File: config.mk
export PLATFORM = sky130hd
export DESIGN_NAME = tssp_test_select
export DESIGN_NICKNAME = d
export VERILOG_FILES = /design/src/inc/tssp_pkg.sv /design/src/hdl/tssp_test_select.sv
export SDC_FILE = /design/constraint.sdc
export NUM_CORES = 1
export LEC_CHECK = 0
export BUFFER_PORTS_ARGS = -buffer_cell sky130_fd_sc_hd__buf_4
export CORE_ASPECT_RATIO = 0.9
export CORE_MARGIN = 2
export CORE_UTILIZATION = 43
export CTS_BUF_LIST = sky130_fd_sc_hd__clkbuf_4 sky130_fd_sc_hd__clkbuf_8
export DETAILED_ROUTE_END_ITERATION = 8
export PLACE_DENSITY = 0.79
export SETUP_SLACK_MARGIN = 0.5
export SYNTH_ARGS = -nofsm -noshare
export SYNTH_HDL_FRONTEND = slang
export SYNTH_SLANG_ARGS = --single-unit
File: constraint.sdc
create_clock -name clk_i -period 2.21 [get_ports clk_i]
set_clock_uncertainty 0.1 [all_clocks]
set_input_delay 0.1105 -clock clk_i [delete_from_list [all_inputs] [get_ports clk_i]]
set_output_delay 0.1105 -clock clk_i [all_outputs]
set_load 0.05 [all_outputs]
File: src/inc/tssp_pkg.sv
package tssp_pkg;

  // Register indices; the byte address on the bus is four times the index.
  localparam logic [7:0] REG_RESERVED_IDX  = 8'h39;
  localparam logic [7:0] REG_ANALOG_IDX    = 8'h3A;
  localparam logic [7:0] REG_PRESET_A_IDX  = 8'h3B;
  localparam logic [7:0] REG_PRESET_B_IDX  = 8'h3C;
  localparam logic [7:0] REG_DIGITAL_IDX   = 8'h3D;
  localparam logic [7:0] REG_STATUS_IDX    = 8'h41;

  localparam int         ADDR_W            = 10;
  localparam int         DATA_W            = 32;
  localparam int         NUM_WO_REGS       = 5;
  localparam logic [7:0] REG_RESET         = 8'h00;

  // Field layout.
  localparam int         ANA_CODE_LSB      = 0;
  localparam int         ANA_CODE_W        = 4;
  localparam logic [3:0] ANA_CODE_MAX      = 4'hC;
  localparam int         DIG_OVERRIDE_BIT  = 7;
  localparam int         DIG_CODE_W        = 7;
  localparam int         NORMAL_CHOICE_W   = 3;
  localparam int         NORMAL_SRC_W      = 8;

  // Digital probe codes.
  localparam logic [6:0] DIG_S_DATA        = 7'h74;
  localparam logic [6:0] DIG_S_VALID       = 7'h64;
  localparam logic [6:0] DIG_S_COLL        = 7'h54;
  localparam logic [6:0] DIG_S_CLOCK       = 7'h44;
  localparam logic [6:0] DIG_RD_SYNC       = 7'h35;
  localparam logic [6:0] DIG_WR_SYNC       = 7'h25;
  localparam logic [6:0] DIG_INT_CLOCK     = 7'h16;
  localparam int         DIG_SRC_W         = 7;

  // Bit positions within the digital probe source bus.
  localparam int         SRC_S_DATA        = 0;
  localparam int         SRC_S_VALID       = 1;
  localparam int         SRC_S_COLL        = 2;
  localparam int         SRC_S_CLOCK       = 3;
  localparam int         SRC_RD_SYNC       = 4;
  localparam int         SRC_WR_SYNC       = 5;
  localparam int         SRC_INT_CLOCK     = 6;

  // Status register layout.
  localparam int         ST_ANA_CODE_LSB   = 0;
  localparam int         ST_ANA_VALID_BIT  = 4;
  localparam int         ST_OVERRIDE_BIT   = 5;
  localparam int         ST_DIG_VALID_BIT  = 6;
  localparam int         ST_PIN_BIT        = 7;
  localparam int         ST_DIG_CODE_LSB   = 8;

endpackage : tssp_pkg

File: src/hdl/tssp_test_select.sv
//
// Contract
// - Write-only reserved byte at 39h, resets 00h.
// - Write-only analog probe select at 3Ah, resets 00h.
// - Low nibble picks analog node; D-F reserved.
// - Write-only preset byte 3Bh, 00h, unchanged.
// - Write-only preset byte 3Ch, 00h, unchanged.
// - Write-only digital probe select at 3Dh, 00h.
// - Override bit set drives digital probe signal.
// - Override clear: pin follows normal three-bit choice.
// - Seven-bit code selects one of seven signals.
`timescale 1ns/1ps
module tssp_test_select (
  // Clock and reset
  input  wire logic                                  clk_i,
  input  wire logic                                  rstn_i,
  // Avalon-MM slave
  input  wire logic [tssp_pkg::ADDR_W-1:0]           avs_address_i,
  input  wire logic                                  avs_read_i,
  input  wire logic                                  avs_write_i,
  input  wire logic [tssp_pkg::DATA_W-1:0]           avs_writedata_i,
  input  wire logic [3:0]                            avs_byteenable_i,
  output logic      [tssp_pkg::DATA_W-1:0]           avs_readdata_o,
  output logic                                       avs_waitrequest_o,
  // Normal signal output selection
  input  wire logic [tssp_pkg::NORMAL_CHOICE_W-1:0]  normal_output_choice_i,
  input  wire logic [tssp_pkg::NORMAL_SRC_W-1:0]     normal_src_i,
  // Internal digital probe sources
  input  wire logic [tssp_pkg::DIG_SRC_W-1:0]        dig_probe_src_i,
  // Probe outputs
  output logic                                       signal_output_pin_o,
  output logic      [tssp_pkg::ANA_CODE_W-1:0]       analog_probe_code_o,
  output logic                                       analog_probe_valid_o
);

  logic [tssp_pkg::NUM_WO_REGS-1:0][7:0] reg_q;
  logic [tssp_pkg::NUM_WO_REGS-1:0][7:0] reg_d;
  logic [tssp_pkg::NUM_WO_REGS-1:0][7:0] reg_idx;
  logic                                  wait_q;
  logic                                  wait_d;
  logic [tssp_pkg::DATA_W-1:0]           rdata_q;
  logic [tssp_pkg::DATA_W-1:0]           rdata_d;
  logic                                  pin_q;
  logic                                  pin_d;
  logic [tssp_pkg::ANA_CODE_W-1:0]       ana_q;
  logic [tssp_pkg::ANA_CODE_W-1:0]       ana_d;
  logic                                  ana_valid_q;
  logic                                  ana_valid_d;
  logic                                  req;
  logic                                  wr_take;
  logic                                  lane0;
  logic [7:0]                            word_idx;
  logic                                  override;
  logic [tssp_pkg::DIG_CODE_W-1:0]       dig_code;
  logic                                  dig_valid;
  logic                                  dig_bit;
  logic [tssp_pkg::ANA_CODE_W-1:0]       ana_code;
  logic                                  status_hit;

  assign reg_idx[0] = tssp_pkg::REG_RESERVED_IDX;
  assign reg_idx[1] = tssp_pkg::REG_ANALOG_IDX;
  assign reg_idx[2] = tssp_pkg::REG_PRESET_A_IDX;
  assign reg_idx[3] = tssp_pkg::REG_PRESET_B_IDX;
  assign reg_idx[4] = tssp_pkg::REG_DIGITAL_IDX;

  assign req      = avs_read_i | avs_write_i;
  assign word_idx = avs_address_i[9:2];
  assign lane0    = avs_byteenable_i[0];
  // A write takes effect only on the edge where waitrequest is seen low.
  assign wr_take  = avs_write_i & ~wait_q & lane0;

  assign override = reg_q[4][tssp_pkg::DIG_OVERRIDE_BIT];
  assign dig_code = reg_q[4][tssp_pkg::DIG_CODE_W-1:0];
  assign ana_code = reg_q[1][tssp_pkg::ANA_CODE_LSB +: tssp_pkg::ANA_CODE_W];

  // Bus handshake: one wait cycle, then a single-cycle answer.
  always_comb begin
    wait_d  = ~(req & wait_q);
    rdata_d = rdata_q;
    status_hit = (word_idx == tssp_pkg::REG_STATUS_IDX);
    if (avs_read_i && wait_q) begin
      // Test bytes are write-only and read as zero, as do unmapped words.
      rdata_d = '0;
      if (status_hit) begin
        rdata_d[tssp_pkg::ST_ANA_CODE_LSB +: tssp_pkg::ANA_CODE_W] = ana_q;
        rdata_d[tssp_pkg::ST_ANA_VALID_BIT] = ana_valid_q;
        rdata_d[tssp_pkg::ST_OVERRIDE_BIT]  = override;
        rdata_d[tssp_pkg::ST_DIG_VALID_BIT] = dig_valid;
        rdata_d[tssp_pkg::ST_PIN_BIT]       = pin_q;
        rdata_d[tssp_pkg::ST_DIG_CODE_LSB +: tssp_pkg::DIG_CODE_W] = dig_code;
      end
    end
  end

  // Write-only byte bank; reserved and preset bytes are stored but steer nothing.
  for (genvar g = 0; g < tssp_pkg::NUM_WO_REGS; g++) begin : g_bank
    always_comb begin
      reg_d[g] = reg_q[g];
      if (wr_take && (word_idx == reg_idx[g])) begin
        reg_d[g] = avs_writedata_i[7:0];
      end
    end
  end

  // Digital probe decode; codes outside the defined set give a low pin while the override bit is set.
  always_comb begin
    dig_valid = 1'b1;
    case (dig_code)
      tssp_pkg::DIG_S_DATA:    dig_bit = dig_probe_src_i[tssp_pkg::SRC_S_DATA];
      tssp_pkg::DIG_S_VALID:   dig_bit = dig_probe_src_i[tssp_pkg::SRC_S_VALID];
      tssp_pkg::DIG_S_COLL:    dig_bit = dig_probe_src_i[tssp_pkg::SRC_S_COLL];
      tssp_pkg::DIG_S_CLOCK:   dig_bit = dig_probe_src_i[tssp_pkg::SRC_S_CLOCK];
      tssp_pkg::DIG_RD_SYNC:   dig_bit = dig_probe_src_i[tssp_pkg::SRC_RD_SYNC];
      tssp_pkg::DIG_WR_SYNC:   dig_bit = dig_probe_src_i[tssp_pkg::SRC_WR_SYNC];
      tssp_pkg::DIG_INT_CLOCK: dig_bit = dig_probe_src_i[tssp_pkg::SRC_INT_CLOCK];
      default: begin
        dig_bit   = 1'b0;
        dig_valid = 1'b0;
      end
    endcase
  end

  // Output pin and analog probe; both add one cycle of latency from the sources.
  always_comb begin
    if (override) begin
      pin_d = dig_bit;
    end else begin
      pin_d = normal_src_i[normal_output_choice_i];
    end
    // The upper nibble is ignored so a stray write there cannot move the probe.
    ana_d       = ana_code;
    ana_valid_d = (ana_code <= tssp_pkg::ANA_CODE_MAX);
  end

  always_ff @(posedge clk_i or negedge rstn_i) begin
    if (!rstn_i) begin
      for (int i = 0; i < tssp_pkg::NUM_WO_REGS; i++) begin
        reg_q[i] <= tssp_pkg::REG_RESET;
      end
      wait_q      <= 1'b1;
      rdata_q     <= '0;
      pin_q       <= 1'b0;
      ana_q       <= '0;
      ana_valid_q <= 1'b1;
    end else begin
      reg_q       <= reg_d;
      wait_q      <= wait_d;
      rdata_q     <= rdata_d;
      pin_q       <= pin_d;
      ana_q       <= ana_d;
      ana_valid_q <= ana_valid_d;
    end
  end

  assign avs_waitrequest_o    = wait_q;
  assign avs_readdata_o       = rdata_q;
  assign signal_output_pin_o  = pin_q;
  assign analog_probe_code_o  = ana_q;
  assign analog_probe_valid_o = ana_valid_q;
endmodule : tssp_test_select

==> summary by stage <==
Power
Of the total power, the share spent switching nets is 0.264. The total net switching power is 349 uW. The cell area power density is between 500 and 600 mW/mm^2.

The part of the total power dissipated in the clock network is 0.355. The internal power of the cells totals around 980 uW. The total leakage power is ~1.1 nW. The relative contribution of combinational cells to total power is 0.160. The worst-case IR drop observed on VDD is 399 uV. The total power is 1.33 mW.

The share of total power dissipated in sequential elements is 0.485.

Logic synthesis
The sequential element share of the synthesized area is 0.531. The Yosys step of the flow raised 0 warnings. Ranked by total cell area, the synthesized netlist is headed by sky130_fd_sc_hd__dfrtp_1, sky130_fd_sc_hd__buf_4, sky130_fd_sc_hd__a22o_1, sky130_fd_sc_hd__mux2_1, sky130_fd_sc_hd__dfstp_2. The fraction of synthesis flops using an asynchronous set or reset pin is 1.00. Summed over all instances, the cell type with the most area after synthesis is sky130_fd_sc_hd__dfrtp_1. The number of synthesized register bits is 34. The dominant register cell in the synthesized netlist is sky130_fd_sc_hd__dfrtp_1. Synthesis instantiated 36 different standard cells from the library. The average size of a mapped cell is between 10 and 15 um^2.

The cell area that synthesis handed to floorplanning was approximately 0.0016 mm^2. The cell count after synthesis is 122. The synthesized design contains 0 enable-type register cells. The share of synthesized area in the top cell type comes to 0.498.

Detailed routing
The via density per instance is slightly below 5. The detailed router finished its first iteration with 26 violations. The first detailed-routing pass took 4 iterations. The total vias in the final route is between 1000 and 1500. The remaining antenna violation count after routing is 0. For this block, the routed nets add up to about 3400 um of wire.

For this run, design rule violations remaining after detail routing come to 0. In the final routed layout, each cell accounts on average for roughly 14 um.

CTS
The clock drives 34 sinks. The clock passes through at most 2 buffers. Clock tree synthesis inserted a total of 5 buffers.

CTS built an H-tree with a depth of 2. In this run the clock root is driven by a sky130_fd_sc_hd__clkbuf_8. The clock tree from TritonCTS is done. The latest clock arrival within the worst-skew pair is approximately 280 ps. The clock-pin slew of the registers on the worst-case setup and hold paths is ~70 ps.

Worst setup path
The largest fanout of any net on the critical path is 8. The worst setup path is captured at a flip-flop. The register-to-register setup slack is around 550 ps.

The startpoint kind of the worst setup timing path is a flip-flop. The arrival time at the worst endpoint is 1720 ps. The startpoint identified for the worst register-to-register timing path is avs_waitrequest_o. The critical path in this run is classified as flip-flop to flip-flop.

Measured in cells, the most critical reg-to-reg path has a length of 3. Data on the critical path is required at its endpoint by between 2000 and 2500 ps. The endpoint of the most critical register-to-register path is dig_code[6].

Placement
The final weighted congestion of routability-driven global placement is just over 0.8. The post-placement setup slack is 376 ps. In this run the tool buffered the top-level ports with 60 buffer cells. The HPWL reported at the end of detailed placement is approximately 2500 um.

Global route
The via count of the first global-routing pass was ~1100. The total routing usage reported by global routing is 0.167. The first global-routing pass estimated between 5000 and 6000 um of wire. The remaining global-route overflow is 0. Entering global routing, the biggest net connects 35 pins. The initial antenna violation count is 0.

STA
The total of endpoints with negative setup slack in the final report is 0. The total count of hold-check failures in the final report was 0. After layout, the worst setup slack is approximately 550 ps. The summed negative setup slack over all endpoints is 0 ps. The shortest clock period the worst path allows after layout is 1660 ps. The worst hold slack after final layout is around 40 ps.

Dividing the final minimum period by the clock period gives 0.749. The count of final max-slew check failures came to 0. Setup repair after global routing left no endpoint under its margin. The highest clock rate is about 600 MHz.

Min path
The worst hold path passes through 3 cells. The class of the worst hold path is input port to flip-flop. In this run the most critical hold path is launched from normal_output_choice_i[0]. The endpoint with the worst hold slack is signal_output_pin_o.

Finish
After filler insertion, the fill cell instance count of the layout stands at approximately 290. Registers take around 850 um^2. From synthesis to final layout, the design area changed by 40.0%. The number of nets in the layout is ~260. The area used by multi-input combinational logic is roughly 660 um^2. The fraction of layout cells with a size suffix above 1 is 0.418. Once layout is complete, the utilization of the core stands at 0.616.

The repair_antennas step left the layout with diodes totalling 0.

Die
The core region area is ~0.0037 mm^2. The die height is 62.0 um. The number of rows in the core area is 21. The die span in x is ~70 um.

For this design the top-level I/O count stands at approximately 110. The total die area is approximately 0.0042 mm^2. The initial utilization of the core area, before any placement, comes to 0.440.

Run
Max-cap violations in this run came to 0.

Outcome
The flow ran to the end, and the final reports show no timing, DRC or antenna violations.
==> power by group through the flow <==
stage	registers [mW]	clock network (mW)	logic [mW]
after CTS	0.642	0.479	0.211
after detailed placement	0.653	0	0.193
after global routing	0.644	0.506	0.227
after global placement	0.652	0	0.188
after floorplan	0.671	0	0.118
final	0.643	0.471	0.212
==> final cells by class <==
cell class | count | share of cell area
repair buffers | 72 | 0.258
flip-flops and latches | 34 | 0.379
inverters | 1 | 0.00167
clock inverters | 1 | 0.00222
clock buffers | 7 | 0.0400
multi-input cells | 81 | 0.293
well taps | 46 | 0.0256
==> placed cells by master, fill, tap and decap left out <==
cell | netlist | layout
sky130_fd_sc_hd__or2b_1 | 1 | 1
sky130_fd_sc_hd__nand4b_1 | 2 | 2
sky130_fd_sc_hd__o22ai_1 | 1 | 1
sky130_fd_sc_hd__o211ai_1 | 1 | 1
sky130_fd_sc_hd__mux2i_1 | 3 | 3
sky130_fd_sc_hd__dlygate4sd3_1 | 0 | 11
sky130_fd_sc_hd__mux2_2 | 4 | 4
sky130_fd_sc_hd__nor4_4 | 0 | 1
sky130_fd_sc_hd__or4_1 | 1 | 1
sky130_fd_sc_hd__nand2_2 | 1 | 1
sky130_fd_sc_hd__or3b_1 | 1 | 1
sky130_fd_sc_hd__inv_1 | 1 | 1
sky130_fd_sc_hd__or4b_4 | 1 | 1
sky130_fd_sc_hd__nand4bb_1 | 2 | 2
sky130_fd_sc_hd__nand3_1 | 1 | 1
sky130_fd_sc_hd__mux2_1 | 8 | 8
sky130_fd_sc_hd__a21o_1 | 1 | 1
sky130_fd_sc_hd__mux4_2 | 2 | 2
sky130_fd_sc_hd__nor2_1 | 2 | 2
sky130_fd_sc_hd__nand3b_1 | 2 | 2
sky130_fd_sc_hd__clkbuf_8 | 0 | 6
sky130_fd_sc_hd__o21ai_0 | 1 | 1
sky130_fd_sc_hd__a211oi_1 | 2 | 2
sky130_fd_sc_hd__and4b_2 | 0 | 1
sky130_fd_sc_hd__clkinv_2 | 0 | 1
sky130_fd_sc_hd__a2111oi_0 | 1 | 1
sky130_fd_sc_hd__buf_12 | 0 | 1
sky130_fd_sc_hd__a21oi_1 | 1 | 1
sky130_fd_sc_hd__or4b_1 | 1 | 1
sky130_fd_sc_hd__a22o_1 | 15 | 15
sky130_fd_sc_hd__clkbuf_4 | 0 | 1
sky130_fd_sc_hd__nand2_1 | 3 | 3
sky130_fd_sc_hd__conb_1 | 1 | 17
sky130_fd_sc_hd__dfrtp_1 | 32 | 32
sky130_fd_sc_hd__buf_4 | 18 | 60
sky130_fd_sc_hd__nor3_4 | 1 | 1
sky130_fd_sc_hd__dfstp_2 | 2 | 2
sky130_fd_sc_hd__nand2b_1 | 3 | 3
==> through the flow <==
stage	cell area (um^2)	std cells
finish	2250	242
global route	2250	242
CTS	2220	241
detailed placement	2010	222
global placement	2010	222
floorplan	1670	138
==> logic make-up (layout without fill, tap and decap cells) <==
logic type / after synthesis / after routing / synth area share
mux: 17 / 17 / 0.131
compound gates: 23 / 23 / 0.116
buf+inv: 23 / 81 / 0.106
simple gates: 24 / 24 / 0.114
flops: 34 / 34 / 0.531
other cells: 1 / 17 / 0.00233
==> flip-flops by register name, summed over array words and instances, names as in the netlist <==
register and flops:
signal_output_pin_o 1, analog_probe_valid_o 1, avs_readdata_o 15, override 1, avs_waitrequest_o 1, dig_code 7
ana_code 4, analog_probe_code_o 4
==> worst max-delay path, stage by stage (launching register included) <==
cell	delay, ps
sky130_fd_sc_hd__dfstp_2	400
sky130_fd_sc_hd__nor4_4	270
sky130_fd_sc_hd__and4b_2	420
sky130_fd_sc_hd__mux2_1	350
==> how the worst max path moves through the flow <==
stage | end | from
finish | dig_code[6] | avs_waitrequest_o
global route | dig_code[2] | avs_waitrequest_o
global placement | dig_code[4] | avs_waitrequest_o
detailed placement | dig_code[6] | avs_waitrequest_o
floorplan | dig_code[0] | avs_waitrequest_o
CTS | avs_readdata_o[5] | avs_waitrequest_o
==> synth_stat cells (all sizes together) (2+ instances only) <==
cell type  count
a211oi         2
nand4b         2
a22o          15
mux2          12
nand3b         2
nand2          4
buf           21
dfstp          2
nand2b         3
mux4           2
nor2           2
dfrtp         32
mux2i          3
nand4bb        2
or4b           2
==> repair_timing <==
action,in CTS,in global routing
setup endpoints to repair,8,17
endpoints found under the hold margin,47,0
pin swaps,1,2
setup buffers,0,1
hold buffers,11,0
resized for setup,2,1
==> layer usage <==
layer | up-vias | part of all wire | track usage
met4 | 0 | 0.020 | 0.100
met2 | 43 | 0.54 | 0.282
met5 | - | 0 | 0
li1 | 573 | - | -
met3 | 8 | 0.048 | 0.0378
met1 | 551 | 0.40 | 0.196
No activity file was read; power rests on OpenSTA's default activity.
